--- config.mk ---
export PLATFORM = sky130hd
export DESIGN_NAME = fp_exception_reporting
export DESIGN_NICKNAME = d
export VERILOG_FILES = /design/src/verilog/fp_exc_pkg.sv /design/src/verilog/simd_exc_if.sv /design/src/verilog/simd_exc_unit.sv /design/src/verilog/fp_exception_reporting.sv
export SDC_FILE = /design/constraint.sdc
export NUM_CORES = 1
export LEC_CHECK = 0
export BUFFER_PORTS_ARGS = -buffer_cell sky130_fd_sc_hd__buf_2
export CORE_ASPECT_RATIO = 0.6
export CORE_UTILIZATION = 46
export CTS_CLUSTER_DIAMETER = 200
export DETAILED_ROUTE_END_ITERATION = 7
export PLACE_DENSITY = 0.89
export SLEW_MARGIN = 30
export SYNTH_ARGS = -nofsm -noshare
export SYNTH_HDL_FRONTEND = slang
export SYNTH_SLANG_ARGS = --single-unit
export TNS_END_PERCENT = 20
--- constraint.sdc ---
create_clock -name clk_sys -period 2.2 [get_ports clk_sys]
set_input_delay 0.22 -clock clk_sys [delete_from_list [all_inputs] [get_ports clk_sys]]
set_output_delay 0.22 -clock clk_sys [all_outputs]
set_load 0.05 [all_outputs]
--- src/verilog/fp_exc_pkg.sv ---
// Purpose: shared constants and helpers for float exception reporting
// Assumes: 25 MHz system clock, classic Wishbone register access
// Notes:   offsets are byte addresses of aligned 32-bit words
package fp_exc_pkg;
    // ========================================================
    // timing
    localparam int SAVE_PULSE_CYC = 2;
    // ========================================================
    // widths and vectors
    localparam int FLAG_W = 6;
    localparam int ELEM_N = 4;
    localparam int IRQ_W  = 3;
    localparam logic [7:0] VEC_FLOAT_ERR  = 8'h10;
    localparam logic [7:0] VEC_SIMD_FAULT = 8'h13;
    // ========================================================
    // register offsets
    localparam logic [7:0] OFS_CTRL0    = 8'h00;
    localparam logic [7:0] OFS_SCALAR   = 8'h04;
    localparam logic [7:0] OFS_SIMDCS   = 8'h08;
    localparam logic [7:0] OFS_IRQSTAT  = 8'h0C;
    localparam logic [7:0] OFS_IRQMASK  = 8'h10;
    localparam logic [7:0] OFS_STATE    = 8'h14;
    // ========================================================
    // field positions
    localparam int NATIVE_SEL_BIT = 5;
    localparam int SC_FLAG_LSB    = 0;
    localparam int SC_MASK_LSB    = 8;
    localparam int SC_PEND_BIT    = 15;
    localparam int SD_FLAG_LSB    = 0;
    localparam int SD_MASK_LSB    = 7;
    localparam int IRQ_SCALAR     = 0;
    localparam int IRQ_SIMD       = 1;
    localparam int IRQ_SAVE       = 2;
    // ========================================================
    // reset values
    localparam logic              CTRL0_RST    = 1'b0;
    localparam logic [FLAG_W-1:0] SC_MASK_RST  = 6'h3F;
    localparam logic [FLAG_W-1:0] SD_MASK_RST  = 6'h3F;
    localparam logic [IRQ_W-1:0]  IRQ_MASK_RST = 3'h0;

    // flags whose mask bit is clear
    function automatic logic [FLAG_W-1:0] unmasked(
        input logic [FLAG_W-1:0] flags,
        input logic [FLAG_W-1:0] masks);
        return flags & ~masks;
    endfunction : unmasked

    // write-one-to-clear with set winning over clear
    function automatic logic [FLAG_W-1:0] w1c(
        input logic [FLAG_W-1:0] cur,
        input logic [FLAG_W-1:0] clr,
        input logic [FLAG_W-1:0] set);
        return (cur & ~clr) | set;
    endfunction : w1c
endpackage : fp_exc_pkg

--- src/verilog/simd_exc_if.sv ---
// Purpose: link between the reporting top and the SIMD exception unit
// Assumes: one clock domain
// Notes:   unit outputs are registered one-cycle pulses
`timescale 1ns/1ps
interface simd_exc_if;
    import fp_exc_pkg::*;
    logic                     opValid;   // SIMD op completes
    logic                     opRecip;   // approximation op
    logic [ELEM_N-1:0]        elemValid; // active elements
    logic [ELEM_N*FLAG_W-1:0] elemFlags; // per-element flags
    logic [FLAG_W-1:0]        masks;     // current masks
    logic [FLAG_W-1:0]        setFlags;  // sticky flags to set
    logic                     fault;     // raise vector 19
    logic                     useDefault;// deliver default result

    modport core (output opValid, opRecip, elemValid, elemFlags,
                  masks, input setFlags, fault, useDefault);
    modport unit (input opValid, opRecip, elemValid, elemFlags,
                  masks, output setFlags, fault, useDefault);
endinterface : simd_exc_if

--- src/verilog/simd_exc_unit.sv ---
// Purpose: SIMD float exception evaluation, masked or faulting
// Assumes: flags of an op arrive with opValid in one cycle
// Notes:   results appear one cycle after opValid
`timescale 1ns/1ps
module simd_exc_unit
    import fp_exc_pkg::*;
(
    input  wire logic clk_sys, // system clock
    input  wire logic srst,    // sync reset, high
    simd_exc_if.unit  sx       // link to top
);
    logic [FLAG_W-1:0] orFlags;
    logic [FLAG_W-1:0] setFf;
    logic              faultFf;
    logic              defFf;

    // ========================================================
    // combine elements
    // or of elements
    always_comb begin
        orFlags = '0;
        for (int i = 0; i < ELEM_N; i++) begin
            if (sx.elemValid[i]) begin
                orFlags = orFlags | sx.elemFlags[i*FLAG_W +: FLAG_W];
            end
        end
    end

    // ========================================================
    // per-op decision, signalled by the op itself
    always_ff @(posedge clk_sys) begin
        if (srst) begin
            setFf   <= '0;
            faultFf <= 1'b0;
            defFf   <= 1'b0;
        end else begin
            setFf   <= '0;
            faultFf <= 1'b0;
            defFf   <= 1'b0;
            if (sx.opValid && !sx.opRecip && orFlags != '0) begin
                if (unmasked(orFlags, sx.masks) != '0) begin
                    faultFf <= 1'b1;
                end else begin
                    setFf <= orFlags;
                    defFf <= 1'b1;
                end
            end
        end
    end

    assign sx.setFlags   = setFf;
    assign sx.fault      = faultFf;
    assign sx.useDefault = defFf;
endmodule : simd_exc_unit

--- src/verilog/fp_exception_reporting.sv ---
// Purpose: float exception recording and trap delivery
// Assumes: core inputs in clk_sys
// Notes:   classic Wishbone, one wait state
//
// Operation
// - unmasked scalar exception: pending, error output
// - waiting op with pending is held, takes vector 16 natively
// - no-wait ops run, exception stays pending except on a save
// - control bit 5 selects native mode
// - native: 16 before next waiting op
// - error output in both modes alike
// - native: no-wait ops never cause 16
// - save while pending pulses error output
// - native delivery is internal
// - multiprocessor reports natively only
// - masked SIMD: default, sticky, silent
// - sticky flags do not name the element
// - unmasked SIMD faults through 19
// - approximations never raise SIMD faults
// - sticky flags are or of elements
// - SIMD faults come from the op itself
// - set sticky flag never faults later
//
// The implementer's own choices: the Wishbone interface to the registers and the placing of the registers.
`timescale 1ns/1ps
module fp_exception_reporting
    import fp_exc_pkg::*;
(
    input  wire logic                     clk_sys,     // system clock
    input  wire logic                     srst,        // sync reset
    // wishbone slave
    input  wire logic                     wb_cyc_i,    // cycle
    input  wire logic                     wb_stb_i,    // strobe
    input  wire logic                     wb_we_i,     // write
    input  wire logic [7:0]               wb_adr_i,    // byte address
    input  wire logic [3:0]               wb_sel_i,    // byte lanes
    input  wire logic [31:0]              wb_dat_i,    // write data
    output logic      [31:0]              wb_dat_o,    // read data
    output logic                          wb_ack_o,    // acknowledge
    // scalar unit
    input  wire logic                     fpExcValid,  // exception event
    input  wire logic [FLAG_W-1:0]        fpExcFlags,  // raised flags
    input  wire logic                     fpInit,      // reinit state
    // instruction issue
    input  wire logic                     instrValid,  // op presented
    input  wire logic                     instrWait,   // waiting type
    input  wire logic                     instrSave,   // no-wait save
    output logic                          instrAccept, // op may run
    output logic                          trapTake,    // vector taken
    output logic      [7:0]               trapVector,  // vector number
    // SIMD unit
    input  wire logic                     simdValid,   // op completes
    input  wire logic                     simdRecip,   // approx op
    input  wire logic [ELEM_N-1:0]        simdElemValid,// elements
    input  wire logic [ELEM_N*FLAG_W-1:0] simdElemFlags,// flags
    output logic                          simdDefault, // default result
    // system
    input  wire logic                     mpStrap,     // multi-cpu pin
    output logic                          floatFaultOut,// error output
    output logic                          legacyFloatIrqLine,// legacy irq
    output logic                          irqOut       // interrupt
);
    // ========================================================
    // declarations
    simd_exc_if sx ();

    logic              ackFf;
    logic [31:0]       rdataFf;
    logic              nativeSelFf;
    logic [FLAG_W-1:0] scFlagsFf;
    logic [FLAG_W-1:0] scMasksFf;
    logic [FLAG_W-1:0] sdFlagsFf;
    logic [FLAG_W-1:0] sdMasksFf;
    logic [IRQ_W-1:0]  irqStatFf;
    logic [IRQ_W-1:0]  irqMaskFf;
    logic [2:0]        mpSyncFf;
    logic              mpStableFf;
    logic [1:0]        pulseCntFf;
    logic              faultOutFf;
    logic              trapFf;
    logic [7:0]        vecFf;
    logic              pendPrevFf;

    logic              wbReq;
    logic              wrStb;
    logic [31:0]       wrBits;
    logic              nativeEff;
    logic              pending;
    logic              fpTrap;
    logic              saveHit;
    logic [FLAG_W-1:0] scSet;
    logic [FLAG_W-1:0] scClr;
    logic [FLAG_W-1:0] sdClr;
    logic [IRQ_W-1:0]  irqSet;
    logic [IRQ_W-1:0]  irqClr;

    // ========================================================
    // bus decode
    // one request per ack
    assign wbReq = wb_cyc_i && wb_stb_i && !ackFf;
    assign wrStb = wbReq && wb_we_i;

    // data bits gated by byte lanes
    always_comb begin
        wrBits = '0;
        for (int b = 0; b < 4; b++) begin
            if (wb_sel_i[b]) begin
                wrBits[b*8 +: 8] = wb_dat_i[b*8 +: 8];
            end
        end
    end

    // ack one cycle after request
    always_ff @(posedge clk_sys) begin
        if (srst) begin
            ackFf <= 1'b0;
        end else begin
            ackFf <= wbReq;
        end
    end

    // read mux, unmapped offsets read zero
    always_ff @(posedge clk_sys) begin
        if (srst) begin
            rdataFf <= '0;
        end else if (wbReq && !wb_we_i) begin
            rdataFf <= '0;
            unique case (wb_adr_i)
                OFS_CTRL0: begin
                    rdataFf[NATIVE_SEL_BIT] <= nativeSelFf;
                end
                OFS_SCALAR: begin
                    rdataFf[SC_FLAG_LSB +: FLAG_W] <= scFlagsFf;
                    rdataFf[SC_MASK_LSB +: FLAG_W] <= scMasksFf;
                    rdataFf[SC_PEND_BIT]           <= pending;
                end
                OFS_SIMDCS: begin
                    rdataFf[SD_FLAG_LSB +: FLAG_W] <= sdFlagsFf;
                    rdataFf[SD_MASK_LSB +: FLAG_W] <= sdMasksFf;
                end
                OFS_IRQSTAT: begin
                    rdataFf[IRQ_W-1:0] <= irqStatFf;
                end
                OFS_IRQMASK: begin
                    rdataFf[IRQ_W-1:0] <= irqMaskFf;
                end
                OFS_STATE: begin
                    rdataFf[0] <= nativeEff;
                    rdataFf[1] <= mpStableFf;
                    rdataFf[2] <= faultOutFf;
                end
                default: begin
                    rdataFf <= '0;
                end
            endcase
        end
    end

    assign wb_ack_o = ackFf;
    assign wb_dat_o = rdataFf;

    // ========================================================
    // multiprocessor strap, three-stage filter
    always_ff @(posedge clk_sys) begin
        if (srst) begin
            mpSyncFf <= '0;
        end else begin
            mpSyncFf <= {mpSyncFf[1:0], mpStrap};
        end
    end

    // level taken when stages 1 and 2 agree
    always_ff @(posedge clk_sys) begin
        if (srst) begin
            mpStableFf <= 1'b0;
        end else if (mpSyncFf[1] == mpSyncFf[2]) begin
            mpStableFf <= mpSyncFf[2];
        end
    end

    // ========================================================
    // mode control
    // native select bit
    always_ff @(posedge clk_sys) begin
        if (srst) begin
            nativeSelFf <= CTRL0_RST;
        end else if (wrStb && wb_adr_i == OFS_CTRL0) begin
            nativeSelFf <= wrBits[NATIVE_SEL_BIT];
        end
    end

    assign nativeEff = nativeSelFf || mpStableFf;

    // ========================================================
    // scalar exception record
    assign scSet = fpExcValid ? fpExcFlags : '0;
    assign scClr = (wrStb && wb_adr_i == OFS_SCALAR) ?
                   wrBits[SC_FLAG_LSB +: FLAG_W] : '0;

    // pending is any unmasked recorded flag
    assign pending = unmasked(scFlagsFf, scMasksFf) != '0;

    // no-wait save of a pending state
    assign saveHit = instrValid && instrSave && pending;

    // flags held until cleared, reinit or save
    always_ff @(posedge clk_sys) begin
        if (srst) begin
            scFlagsFf <= '0;
        end else if (fpInit || saveHit) begin
            scFlagsFf <= scSet;
        end else begin
            scFlagsFf <= w1c(scFlagsFf, scClr, scSet);
        end
    end

    // scalar exception masks
    always_ff @(posedge clk_sys) begin
        if (srst) begin
            scMasksFf <= SC_MASK_RST;
        end else if (wrStb && wb_adr_i == OFS_SCALAR) begin
            scMasksFf <= wrBits[SC_MASK_LSB +: FLAG_W];
        end
    end

    // ========================================================
    // instruction gating
    // waiting op meets pending
    // no external path in the trap
    assign fpTrap = instrValid && instrWait && !instrSave &&
                    pending && nativeEff;

    // legacy mode holds a waiting op until the handler clears
    // no-wait ops always run
    always_comb begin
        instrAccept = 1'b0;
        if (instrValid) begin
            if (instrSave || !instrWait) begin
                instrAccept = 1'b1;
            end else if (!pending) begin
                instrAccept = 1'b1;
            end
        end
    end

    // vector delivery, SIMD fault wins a shared cycle
    always_ff @(posedge clk_sys) begin
        if (srst) begin
            trapFf <= 1'b0;
            vecFf  <= '0;
        end else begin
            trapFf <= fpTrap || sx.fault;
            if (sx.fault) begin
                vecFf <= VEC_SIMD_FAULT;
            end else if (fpTrap) begin
                vecFf <= VEC_FLOAT_ERR;
            end
        end
    end

    assign trapTake   = trapFf;
    assign trapVector = vecFf;

    // ========================================================
    // error output
    // stretch a pulse on save
    always_ff @(posedge clk_sys) begin
        if (srst) begin
            pulseCntFf <= '0;
        end else if (saveHit) begin
            pulseCntFf <= 2'(SAVE_PULSE_CYC);
        end else if (pulseCntFf != '0) begin
            pulseCntFf <= pulseCntFf - 2'h1;
        end
    end

    always_ff @(posedge clk_sys) begin
        if (srst) begin
            faultOutFf <= 1'b0;
        end else begin
            faultOutFf <= pending || saveHit || pulseCntFf > 2'h1;
        end
    end

    assign floatFaultOut = faultOutFf;

    // legacy line only outside native mode
    assign legacyFloatIrqLine = faultOutFf && !nativeEff;

    // ========================================================
    // SIMD path
    assign sx.opValid   = simdValid;
    assign sx.opRecip   = simdRecip;
    assign sx.elemValid = simdElemValid;
    assign sx.elemFlags = simdElemFlags;
    assign sx.masks     = sdMasksFf;

    simd_exc_unit uSimd (
        .clk_sys (clk_sys),
        .srst    (srst),
        .sx      (sx.unit)
    );

    assign sdClr = (wrStb && wb_adr_i == OFS_SIMDCS) ?
                   wrBits[SD_FLAG_LSB +: FLAG_W] : '0;

    always_ff @(posedge clk_sys) begin
        if (srst) begin
            sdFlagsFf <= '0;
        end else begin
            sdFlagsFf <= w1c(sdFlagsFf, sdClr, sx.setFlags);
        end
    end

    // mask writes never raise a fault
    always_ff @(posedge clk_sys) begin
        if (srst) begin
            sdMasksFf <= SD_MASK_RST;
        end else if (wrStb && wb_adr_i == OFS_SIMDCS) begin
            sdMasksFf <= wrBits[SD_MASK_LSB +: FLAG_W];
        end
    end

    // default result marker, one cycle
    assign simdDefault = sx.useDefault;

    // ========================================================
    // interrupt status and mask
    always_ff @(posedge clk_sys) begin
        if (srst) begin
            pendPrevFf <= 1'b0;
        end else begin
            pendPrevFf <= pending;
        end
    end

    always_comb begin
        irqSet             = '0;
        irqSet[IRQ_SCALAR] = pending && !pendPrevFf;
        irqSet[IRQ_SIMD]   = sx.fault;
        irqSet[IRQ_SAVE]   = saveHit;
    end

    assign irqClr = (wrStb && wb_adr_i == OFS_IRQSTAT) ?
                    wrBits[IRQ_W-1:0] : '0;

    // sticky events, set wins over clear
    always_ff @(posedge clk_sys) begin
        if (srst) begin
            irqStatFf <= '0;
        end else begin
            irqStatFf <= (irqStatFf & ~irqClr) | irqSet;
        end
    end

    always_ff @(posedge clk_sys) begin
        if (srst) begin
            irqMaskFf <= IRQ_MASK_RST;
        end else if (wrStb && wb_adr_i == OFS_IRQMASK) begin
            irqMaskFf <= wrBits[IRQ_W-1:0];
        end
    end

    // level interrupt
    assign irqOut = (irqStatFf & irqMaskFf) != '0;
endmodule : fp_exception_reporting

### Word level (Yosys, flattened, before mapping)

Cells that the tools add are included.

* reductions and logical operators: 43
* equal/unequal tests: 6
* $lt $le $gt $ge: 1
* bitwise gates (word level): 18
* $add $sub $neg: 1
* multiplexer cells: 27

Operator list (number)
* 2-to-1 mux 6 bit: 9
* OR 6 bit: 5
* AND 6 bit: 4
* inverter 6 bit: 4
* logical AND 1 bit: 19
* nonzero test 6 bit: 3
* equality test 8 x 4 -> 1 bit, second input constant: 2
* equality test 8 x 5 -> 1 bit, second input constant: 2
* case mux 3 bit (5 select lines): 1
* 2-to-1 mux 5 bit: 2
* case mux 5 bit (2 select lines): 1
* equality test 8 x 3 -> 1 bit, second input constant: 1
* zero test 8 bit: 1
* 2-to-1 mux 1 bit: 8
* 2-to-1 mux 8 bit: 1
* zero test 1 bit: 7
* AND 3 bit: 2
* logical OR 1 bit: 6
* nonzero test 2 bit: 3
* 2-to-1 mux 2 bit: 2
* case mux 2 bit (2 select lines): 1
* OR reduction 2 bit: 2
* 2-to-1 mux 3 bit: 1
* inverter 3 bit: 1
* 8 further kinds: 8

* register bits after elaboration: 66
* word-level logic and storage cells: 116
* bits of input ports: 91

### Longest topological paths before layout

Gate-level depths: netlist (run 1).

* depth after elaboration: 11
* depth in mapped cells: 7

### By module

A second synthesis (run 1) with hierarchy kept.

* cell total of the unflattened synthesis: 355
* area total of the unflattened synthesis: 3066.7 sq um

By module, submodules not included
* fp_exception_reporting: area each 2711.4 sq um, cells each 317, instances 1, seq. area each 1141.1 sq um
* simd_exc_unit: area each 355.3 sq um, cells each 38, instances 1, seq. area each 160.2 sq um

### Least setup slack after synthesis (run 1)

No wires, ideal clock.

* path type: flip-flop to flip-flop
* start: register ackFf, in the netlist wb_ack_o
* end: register scMasksFf[5]
* cell stages (with the launch flop): 8
* setup time: 0.120 ns
* clock period less this slack: 2.003 ns
* arrival: 1.884 ns
* path slack: 0.197 ns
* cells stage by stage: dfxtp_1 > and3b_1 > and2_0 > clkbuf_1 > and2_1 > buf_2 > and3_1 > a211o_1

* longest elaborated chain between the ends: 4

RTL lines
* start: declaration: line fp_exception_reporting.sv:67 `logic ackFf;`
* start signal: assignment: line fp_exception_reporting.sv:118 `ackFf <= wbReq;`
* zero test 1 bit: line fp_exception_reporting.sv:100 `assign wbReq = wb_cyc_i && wb_stb_i && !ackFf;`
* logical AND 1 bit: line fp_exception_reporting.sv:100
* logical AND 1 bit: line fp_exception_reporting.sv:101 `assign wrStb = wbReq && wb_we_i;`
* logical AND 1 bit: line fp_exception_reporting.sv:221 `end else if (wrStb && wb_adr_i == OFS_SCALAR) begin`
* end signal: assignment: line fp_exception_reporting.sv:222 `scMasksFf <= wrBits[SC_MASK_LSB +: FLAG_W];`
* end: declaration: line fp_exception_reporting.sv:71 `logic [FLAG_W-1:0] scMasksFf;`

Every way passes these cells.
A chain may end at the register's enable or synchronous reset.

### Worst setup path after layout (run 1)

* start: register scMasksFf[4]
* end: output port instrAccept

* longest elaborated chain between the ends: 6

RTL lines
* inverter 6 bit: line fp_exc_pkg.sv:45 `return flags & ~masks;`
* AND 6 bit: line fp_exc_pkg.sv:45
* nonzero test 6 bit: line fp_exception_reporting.sv:201 `assign pending = unmasked(scFlagsFf, scMasksFf) != '0;`
* 2-to-1 mux 1 bit: line fp_exception_reporting.sv:240 `end else if (!pending) begin`
* 2-to-1 mux 1 bit: line fp_exception_reporting.sv:238 `if (instrSave || !instrWait) begin`
* 2-to-1 mux 1 bit: line fp_exception_reporting.sv:237 `if (instrValid) begin`
* end: declaration: line fp_exception_reporting.sv:48 `output logic instrAccept,`

Every way passes these cells.

==> flow_summary.toml, run 1 <==
[setup_path]
critPathMaxFanout = 4
critical_path_arrival_ns = 1.74
launching_element_of_the_worst_setup_path = "scMasksFf[4]$_SDFFE_PP1P_"
critical-path-slowest-cell = "sky130_fd_sc_hd__nor3_1"
reg2regPathDepth = 7
timing_worst_setup_path_type = "reg2out"
timing.rr.start = "scFlagsFf[5]$_SDFF_PP0_"
crit_start_category = "flip-flop"
crit_required_ns = 1.98
worst_setup_path_end_kind = "output pin"
critical_path.reg2reg.endpoint = "scFlagsFf[4]$_SDFF_PP0_"
path_cells = "o22ai_1 -> nor3_1 -> o31a_1 -> buf_2"
timing.critical_path.to = "instrAccept"
setup.reg_to_reg.worst_slack_ns = 0.40
worst_path_largest_cell_delay_ns = 0.42

[logic_synthesis]
post_synth.cell_area_avg_sq_um = 8.699
synth.area.top_cells = "sky130_fd_sc_hd__dfxtp_1 44%, sky130_fd_sc_hd__buf_4 6.1%, sky130_fd_sc_hd__nor2_1 5.6%"
synth_top_area_share_pct = 44.39
seq_area_frac_synth_pct = 44.39
asyncSetResetFlopFracSynth_pct = 0
cells_after_synthesis = 337
ys_ff_latch = 65
synth_area_leader_cell = "sky130_fd_sc_hd__dfxtp_1"
synth.yosys.warnings = 0
synth_enable_flop_cells = 0
synthFlopType = "sky130_fd_sc_hd__dfxtp_1"
post_synth_instance_area_sq_mm = 0.002932
synth.distinct_cells = 48

[global_routing]
first_global_vias = 2456
grt_max_degree = 54
track_usage_pct = 24.25
grt_overflow = 0
antenna_found_initial = 0
wire_length_of_the_first_global_routing_pass_um = 12250

[timing]
period_minus_slack_ns = 1.960
rsz0062_at_grt = "false"
setup_tns_ns = 0
relSlewSlack_pct = 61.83
timing_worst_slew_pin_value_ns = 0.5681
finalSetupViolCount = 0
final_max_slew_viol_count = 0
final_min_period_over_clock_period_pct = 89.10
final_number_of_hold_violating_endpoints = 0
fin_worst_skew_ns = 0.008518
fmax_ghz = 0.5101

[routing]
postRouteAntennaNets = 0
detailroute.via_count = 2791
detail_route.first_pass.iterations = 6
routed-wl-met2_um = 3208
top_routing_layer_in_use = "met4"
remaining_drc_errors = 0
drt_iter0_markers = 216
route.final.wire_length_um = 7796
vias_per_cell = 5.347
wl_met3_um = 810
route.detailed.wl_per_inst_um = 14.93
met1Wirelength_um = 3712

[floorplan]
row_count = 22
die_y_um = 63.84
core_area_sq_mm = 0.006138
initial_utilization_pct = 47.76
ios = 138
die_area_sq_mm = 0.006707
die_w_um = 105.1

[final_layout]
regArea_sq_mm = 0.001301
final_core_util_pct = 59.13
final_cell_mix = "93 x sky130_fd_sc_hd__buf_2, 65 x sky130_fd_sc_hd__dfxtp_1, 44 x sky130_fd_sc_hd__nor2_1, 27 x sky130_fd_sc_hd__nand2_1, 23 x sky130_fd_sc_hd__conb_1"
antennaDiodeCount = 0
instances_no_fill = 522
layout.filler_cells = 557
nets = 524
share_of_cells_above_drive_strength_1_pct = 28.77
syn_to_final_growth_pct = 23.82
layout.cells.most_common = "sky130_fd_sc_hd__buf_2"
multi_input_comb_area_sq_mm = 0.001381

[clock_network]
clock_transition_at_the_registers_of_the_reported_paths_ns = 0.07
root_buffer = "sky130_fd_sc_hd__clkbuf_8"
cts.repair_timing.setup_buffer_count = 0
cts_max_level = 3
ctsHoldBuffers = 0
cts_resized = 0
insertion_delay_ns = 0.35
cts_tree = "yes"
cts.sink_count = 65
cts.path.max_buffers = 2
cts_bufs_inserted = 9

[run]
timing.max_cap.violations = 0

[pwr]
p_leak_nw = 1.570
power.density_mw_per_mm2 = 740.8
ir_drop_v = 0.0003477

[placement]
detailed_place_hpwl_um = 6038
buffer_ports.inserted = 93
place_congestion = 0.9125
placed_instances = 506

[hold_path]
min-delay-path-class = "in2reg"

[status]
run_status = "finished, final reports clean"
[kinds of logic after synthesis]
kind of cell	Yosys count	share of synthesized area [%]
and+or+nand+nor	120	20.15
muxes	7	2.433
AOI/OAI and AO/OA	85	21.60
DFF	65	44.39
buffers and inverters	59	11.31
other	1	0.1279
[report_power, final]
group / internal [mW] / switching, mW / leakage, nW
sequential: 1.21 / 0.0176 / 0.528
combinational: 0.104 / 0.247 / 0.926
clock: 0.679 / 0.434 / 0.116
[Yosys cell counts, drive strengths merged, types with 2 or more instances]
| cell | instances |
|---|---|
| a211o | 12 |
| a211oi | 5 |
| a21oi | 17 |
| a221oi | 13 |
| a222oi | 2 |
| a22o | 6 |
| a22oi | 2 |
| a2bb2oi | 2 |
| a32o | 6 |
| and2 | 4 |
| buf | 30 |
| clkbuf | 11 |
| dfxtp | 65 |
| inv | 18 |
| mux2i | 6 |
| nand2 | 28 |
| nand2b | 4 |
| nand3 | 6 |
| nand4 | 3 |
| nor2 | 44 |
| nor2b | 4 |
| nor3 | 14 |
| nor4 | 4 |
| o21ai | 9 |
| o22ai | 6 |
| or4 | 2 |
[how the worst min path moves through the flow]
stage | startpoint | to | slack, ns | depth (start not counted)
3_3_place_gp | pulseCntFf[0]$_SDFFE_PP0P_ | pulseCntFf[0]$_SDFFE_PP0P_ | 0.41 | 1
2_1_floorplan | fpExcFlags[0] | scFlagsFf[0]$_SDFF_PP0_ | 0.35 | 1
5_1_grt | fpExcFlags[5] | scFlagsFf[5]$_SDFF_PP0_ | 0.08 | 2
4_1_cts | fpExcFlags[5] | scFlagsFf[5]$_SDFF_PP0_ | 0.08 | 2
3_5_place_dp | pulseCntFf[0]$_SDFFE_PP0P_ | pulseCntFf[0]$_SDFFE_PP0P_ | 0.42 | 1
6_report | fpExcFlags[5] | scFlagsFf[5]$_SDFF_PP0_ | 0.1 | 2
[registers in the layout, indices dropped and copies added (netlist names), 2 cells and up]
signal,cells
wb_dat_o,14
mpSyncFf,3
scFlagsFf,6
scMasksFf,6
pulseCntFf,2
trapVector,2
irqMaskFf,3
irqStatFf,3
sdMasksFf,6
uSimd.sx.setFlags,6
sdFlagsFf,6
[per-stage QoR]
stage	total power, mW	hold WS [ns]	area, sq um	worst slack [ns]
4_1_cts	2.706	0.08461	3630	0.2311
6_report	2.689	0.09535	3630	0.2397
3_3_place_gp	1.592	0.4081	3403	0.1412
2_1_floorplan	1.509	0.3458	3014	0.1965
3_5_place_dp	1.598	0.4185	3403	0.09252
5_1_grt	2.781	0.08309	3630	0.1122
[metal layers]
layer | global-route usage [%] | vias up
li1 | - | 1356
met1 | 35.33 | 1270
met5 | 0 | -
met4 | 7.394 | 0
met2 | 34.19 | 155
met3 | 6.939 | 10
[area by class of cell]
| cell class | count | area share (%) |
|---|---|---|
| repair buffers | 104 | 15.10 |
| clock buffers | 15 | 5.412 |
| multi-input cells | 235 | 38.06 |
| clock inverters | 1 | 0.8273 |
| inverters | 18 | 1.861 |
| flip-flops and latches | 65 | 35.85 |
| well taps | 84 | 2.896 |
[worst max-delay path: cells and delay by family, from the launching register on]
family | cells | cell delay, ns
and+or+nand+nor | 1 | 0.42
buffers and inverters | 1 | 0.26
DFF | 1 | 0.37
AOI/OAI and AO/OA | 2 | 0.35
Power figures use the tool's default switching activity.
==> run 2, diff against run 1 <==
- ABC_AREA: unset -> 1
- CORE_UTILIZATION: 46 -> 48
- PLACE_DENSITY: 0.89 -> 0.91
- SETUP_SLACK_MARGIN: unset -> 0.4
==> flow_summary.toml, run 2 <==
[placement]
place_congestion = 0.9359
detailed_place_hpwl_um = 6515
dp_slack_ns = 0.5741
buffer_ports.inserted = 93

[pwr]
switching_power_share_of_the_total_pct = 27.21
ir_drop_v = 0.0003496
p_leak_nw = 2.048
p_int_mw = 1.958
combPwrFrac_pct = 12.0
power_frac_clock_pct = 42.9
power.density_mw_per_mm2 = 701.8
power_frac_seq_pct = 45.1
netSwitchingPower_mw = 0.7318

[floorplan]
core_area_sq_mm = 0.006276
die_y_um = 65.32
row_count = 22
ios = 138
die_area_sq_mm = 0.007023
die_w_um = 107.5
initial_utilization_pct = 51.10

[final_layout]
layout.filler_cells = 574
multi_input_comb_area_sq_mm = 0.001508
final_cell_mix = "134 x sky130_fd_sc_hd__nand2_1, 92 x sky130_fd_sc_hd__buf_2, 65 x sky130_fd_sc_hd__dfxtp_1, 57 x sky130_fd_sc_hd__nor2_1, 51 x sky130_fd_sc_hd__inv_1"
regArea_sq_mm = 0.001301
largest_register_ffs = 14
nets = 648
antennaDiodeCount = 0
share_of_cells_above_drive_strength_1_pct = 23.31
layout.cells.most_common = "sky130_fd_sc_hd__nand2_1"
syn_to_final_growth_pct = 19.51

[global_routing]
grt_overflow = 0
grt_max_degree = 29
first_global_vias = 3104
wire_length_of_the_first_global_routing_pass_um = 14250
track_usage_pct = 26.41
antenna_found_initial = 0

[clock_network]
cts.sink_count = 65
insertion_delay_ns = 0.34
ctsHoldBuffers = 0
cts.path.max_buffers = 2
cts_tree = "yes"
cts_bufs_inserted = 9
cts.repair_timing.setup_buffer_count = 0
root_buffer = "sky130_fd_sc_hd__clkbuf_8"
clock_transition_at_the_registers_of_the_reported_paths_ns = 0.07
cts_max_level = 3

[logic_synthesis]
synthMostInstantiatedCell = "sky130_fd_sc_hd__nand2_1"
asyncSetResetFlopFracSynth_pct = 0
yosys-top-cells-count = "134 x sky130_fd_sc_hd__nand2_1, 65 x sky130_fd_sc_hd__dfxtp_1, 57 x sky130_fd_sc_hd__nor2_1, 51 x sky130_fd_sc_hd__inv_1, 44 x sky130_fd_sc_hd__nand3_1"
post_synth_instance_area_sq_mm = 0.003207
synth.yosys.warnings = 0
synth.area.top_cells = "sky130_fd_sc_hd__dfxtp_1 41%, sky130_fd_sc_hd__nand2_1 16%, sky130_fd_sc_hd__nand3_1 6.9%"
ys_ff_latch = 65
synthFlopType = "sky130_fd_sc_hd__dfxtp_1"
synth_top_area_share_pct = 40.58
synth.distinct_cells = 33
cells_after_synthesis = 466
synth_enable_flop_cells = 0
seq_area_frac_synth_pct = 40.58
post_synth.cell_area_avg_sq_um = 6.882
synth_area_leader_cell = "sky130_fd_sc_hd__dfxtp_1"

[timing]
relSlewSlack_pct = 64.18
fin_worst_skew_ns = 0.006870
timing_worst_slew_pin_value_ns = 0.5373
period_minus_slack_ns = 1.728
whs_ns = 0.07933
finalWorstSetupSlack_ns = 0.4725
final_min_period_over_clock_period_pct = 78.52
fmax_ghz = 0.5789
final_number_of_hold_violating_endpoints = 0
setup_tns_ns = 0
finalSetupViolCount = 0
rsz0062_at_grt = "false"
final_max_slew_viol_count = 0

[routing]
route.final.wire_length_um = 8830
postRouteAntennaNets = 0
drt_iter0_markers = 276
route.detailed.wl_per_inst_um = 13.67
detail_route.first_pass.iterations = 6
remaining_drc_errors = 0
vias_per_cell = 5.090
detailroute.via_count = 3288

[setup_path]
setup.reg_to_reg.worst_slack_ns = 0.56
worst_setup_path_end_kind = "output pin"
crit_start_category = "flip-flop"
crit_required_ns = 1.98
timing_worst_setup_path_type = "reg2out"
timing.rr.start = "wb_ack_o$_SDFF_PP0_"
critPathMaxFanout = 4
reg2regPathDepth = 7
critical_path_arrival_ns = 1.51
critical_path.reg2reg.endpoint = "wb_dat_o[9]$_SDFFE_PP0P_"

[run]
timing.max_cap.violations = 0

[hold_path]
min-delay-path-class = "in2reg"
hold_depth = 3
hold-path-endpoint = "mpSyncFf[0]$_SDFF_PP0_"
hold_path.startpoint = "mpStrap"

[status]
run_status = "finished, final reports clean"
## run 2: cell types whose count changed in the layout (fill, tap and decap cells not counted), sizes merged, moves of 12 or more
| cell | before | now |
|---|---|---|
| a211o | 12 | 0 |
| nand2 | 28 | 137 |
| a221oi | 13 | 0 |
| nand3 | 6 | 45 |
| nor2 | 44 | 61 |
| inv | 18 | 53 |
## run 2: how the worst max path moves through the flow
stage | start | endpoint | slack [ns] | depth (start not counted)
3_5_place_dp | wb_adr_i[7] | scMasksFf[4]$_SDFFE_PP1P_ | 0.57 | 8
3_3_place_gp | wb_adr_i[7] | wb_dat_o[9]$_SDFFE_PP0P_ | 0.63 | 8
4_1_cts | scMasksFf[3]$_SDFFE_PP1P_ | instrAccept | 0.47 | 7
5_1_grt | scMasksFf[3]$_SDFFE_PP1P_ | instrAccept | 0.41 | 7
6_report | scMasksFf[3]$_SDFFE_PP1P_ | instrAccept | 0.47 | 7
2_1_floorplan | floatFaultOut$_SDFF_PP0_ | legacyFloatIrqLine | 0.60 | 2
## run 2: metal layers
layer,vias to the layer above,track usage (%),part of all wire (%)
met5,-,0,0
met4,0,7.877,1.2
met3,17,8.036,12
met2,209,42.55,44
met1,1464,34.14,43
li1,1598,-,-
## run 2: what timing repair did
action / in CTS / in global routing
endpoints found under the hold margin: 0 / 0
resized for setup: 0 / 1
setup endpoints to repair: 0 / 1
## run 2: area by class of cell
| cell class | instances | share of cell area, % |
|---|---|---|
| Multi-Input combinational cell | 332 | 39.34 |
| Inverter | 53 | 5.191 |
| Tap cell | 84 | 2.742 |
| Clock inverter | 6 | 2.383 |
| Clock buffer | 10 | 3.591 |
| Timing Repair Buffer | 96 | 12.80 |
| Sequential cell | 65 | 33.95 |
## run 2: cells by family after synthesis
kind of cell / synth area share (%)
AOI/OAI and AO/OA: 9.988
buffers and inverters: 14.98
DFF: 40.58
other: 0.1169
and+or+nand+nor: 34.34
## run 2: worst max-delay path, cell delays in order (launching register included)
cell                       delay, ns
sky130_fd_sc_hd__dfxtp_1        0.33
sky130_fd_sc_hd__inv_1          0.07
sky130_fd_sc_hd__nand2_1        0.06
sky130_fd_sc_hd__nand2_1        0.06
sky130_fd_sc_hd__nor2_1         0.11
sky130_fd_sc_hd__nand2_1        0.14
sky130_fd_sc_hd__a21boi_1       0.15
sky130_fd_sc_hd__clkbuf_4       0.24
## run 2: power groups by stage
| stage | Sequential, mW | Clock (mW) | Combinational (mW) |
|---|---|---|---|
| 4_1_cts | 1.21 | 1.16 | 0.320 |
| 3_3_place_gp | 1.24 | 0 | 0.312 |
| 3_5_place_dp | 1.24 | 0 | 0.318 |
| 5_1_grt | 1.21 | 1.21 | 0.353 |
| 2_1_floorplan | 1.25 | 0 | 0.232 |
| 6_report | 1.21 | 1.15 | 0.324 |
## run 2: metrics by stage
stage	cell area (sq um)	power (mW)	util, %	std cells
after detailed placement	3601	1.557	57.38	630
after floorplan	3289	1.486	-	488
final	3832	2.689	61.06	646
after global placement	3601	1.550	57.38	630
after global routing	3832	2.781	61.06	646
after CTS	3830	2.688	61.02	646
==> run 3, diff against run 2 <==
- CORE_UTILIZATION: 48 -> 43
- PLACE_DENSITY: 0.91 -> 0.86
- clock period: 2.2 -> 1.5 ns (I/O delays scaled with it)
==> flow_summary.toml, run 3 (synthesized netlist as in run 2, its figures left out) <==
[final_layout]
design_area_sq_mm = 0.004358
largest_register_ffs = 14
final_core_util_pct = 62.84
nets = 676
antennaDiodeCount = 0
share_of_cells_above_drive_strength_1_pct = 34.47
layout.cells.most_common = "sky130_fd_sc_hd__nand2_1"
syn_to_final_growth_pct = 35.90
final_cell_mix = "121 x sky130_fd_sc_hd__nand2_1, 91 x sky130_fd_sc_hd__buf_2, 54 x sky130_fd_sc_hd__dfxtp_1, 48 x sky130_fd_sc_hd__nor2_1, 43 x sky130_fd_sc_hd__inv_1"

[setup_path]
critPathMaxFanout = 3
launching_element_of_the_worst_setup_path = "scMasksFf[2]$_SDFFE_PP1P_"
worst_setup_path_end_kind = "output pin"
crit_start_category = "flip-flop"
timing.critical_path.to = "instrAccept"
critical_path_arrival_ns = 1.32
timing_worst_setup_path_type = "reg2out"
crit_required_ns = 1.35
setup.reg_to_reg.worst_slack_ns = 0.05
critical_path.reg2reg.endpoint = "scFlagsFf[3]$_SDFF_PP0_"
reg2regPathDepth = 12
timing.rr.start = "scMasksFf[2]$_SDFFE_PP1P_"

[routing]
postRouteAntennaNets = 0
vias_per_cell = 4.975
detail_route.first_pass.iterations = 5
route.detailed.wl_per_inst_um = 14.36
remaining_drc_errors = 0
route.final.wire_length_um = 9895
detailroute.via_count = 3428
drt_iter0_markers = 312

[floorplan]
row_count = 23
die_area_sq_mm = 0.007818
core_area_sq_mm = 0.006935
initial_utilization_pct = 46.24
die_y_um = 68.89
die_w_um = 113.5
ios = 138

[global_routing]
track_usage_pct = 24.81
antenna_found_initial = 0
wire_length_of_the_first_global_routing_pass_um = 14550
grt_max_degree = 27
first_global_vias = 3071
grt_overflow = 0

[clock_network]
cts.sink_count = 65
insertion_delay_ns = 0.34
cts_bufs_inserted = 9
root_buffer = "sky130_fd_sc_hd__clkbuf_16"
clock_transition_at_the_registers_of_the_reported_paths_ns = 0.05
cts_max_level = 3
cts.path.max_buffers = 2
cts_tree = "yes"

[timing]
fmax_ghz = 0.6810
final_number_of_hold_violating_endpoints = 0
final_min_period_over_clock_period_pct = 97.90
whs_ns = 0.02117
finalSetupViolCount = 0
fin_worst_skew_ns = 0.007022
rsz0062_at_grt = "true"
period_minus_slack_ns = 1.468
final_max_slew_viol_count = 0
finalWorstSetupSlack_ns = 0.03154

[pwr]
p_leak_nw = 2.267
totalPowerFinal_mw = 4.184
power.density_mw_per_mm2 = 960.2
ir_drop_v = 0.0006126

[status]
run_status = "finished, final reports clean"

[placement]
dpl-instance-area_sq_mm = 0.003710
buffer_ports.inserted = 93
place_congestion = 0.9100
detailed_place_hpwl_um = 6889
dp_slack_ns = 0.05406

[hold_path]
min-delay-path-class = "in2reg"
hold_depth = 3

[run]
timing.max_cap.violations = 0
## run 3: changes by cell type in the layout (fill, tap and decap cells not counted), sizes merged
cell      delta
buf         +27
clkinv       +4
inv          -1
clkinvlp     -1
bufinv       -2
## run 3: worst max-delay path: stages (launching register included)
cell and delay [ns]:
sky130_fd_sc_hd__dfxtp_2 0.31, sky130_fd_sc_hd__inv_2 0.05, sky130_fd_sc_hd__nand2_2 0.06, sky130_fd_sc_hd__nand2_2 0.07, sky130_fd_sc_hd__nor2_4 0.11, sky130_fd_sc_hd__nand2_2 0.07
sky130_fd_sc_hd__a21boi_2 0.14, sky130_fd_sc_hd__buf_6 0.17
## run 3: final cells by class
type	instances	area, sq um
Fill cell	597	2577
Sequential cell	65	1320
Clock inverter	4	20.02
Timing Repair Buffer	122	759.5
Tap cell	100	125.1
Clock buffer	11	242.7
Multi-Input combinational cell	332	1662
Timing Repair inverter	2	15.01
Inverter	53	214.0
## run 3: report_power, final
| group | switching [mW] | internal, mW | total (mW) |
|---|---|---|---|
| combinational | 0.378 | 0.163 | 0.541 |
| clock | 0.720 | 1.14 | 1.86 |
| sequential | 0.0218 | 1.76 | 1.78 |
## run 3: repair_timing
action	CTS	global route
endpoints found under the hold margin	0	0
resized for setup	29	44
buffers inserted	8	9
hold buffers	0	0
cloned	1	1
pin swaps	10	8
setup endpoints to repair	59	72
## run 3: metal layers
layer	global-route usage [%]	part of all wire [%]	vias to the layer above
li1	-	-	1655
met1	32.33	42	1576
met2	40.17	46	174
met3	7.780	10	23
met4	6.908	1.6	0
met5	0	0	-
## run 3: worst min-delay path by stage
| stage | slack [ns] | startpoint | to |
|---|---|---|---|
| floorplan | 0.26 | mpStrap | mpSyncFf[0]$_SDFF_PP0_ |
| global placement | 0.37 | mpStrap | mpSyncFf[0]$_SDFF_PP0_ |
| detailed placement | 0.36 | mpStrap | mpSyncFf[0]$_SDFF_PP0_ |
| CTS | 0.02 | mpStrap | mpSyncFf[0]$_SDFF_PP0_ |
| global route | 0.04 | mpStrap | mpSyncFf[0]$_SDFF_PP0_ |
| finish | 0.02 | mpStrap | mpSyncFf[0]$_SDFF_PP0_ |
## run 3: through the flow
stage | std cells | setup TNS, ns
after floorplan | 488 | 0
after global placement | 655 | 0
after detailed placement | 655 | 0
after CTS | 679 | 0
after global routing | 689 | -0.06943
final | 689 | 0
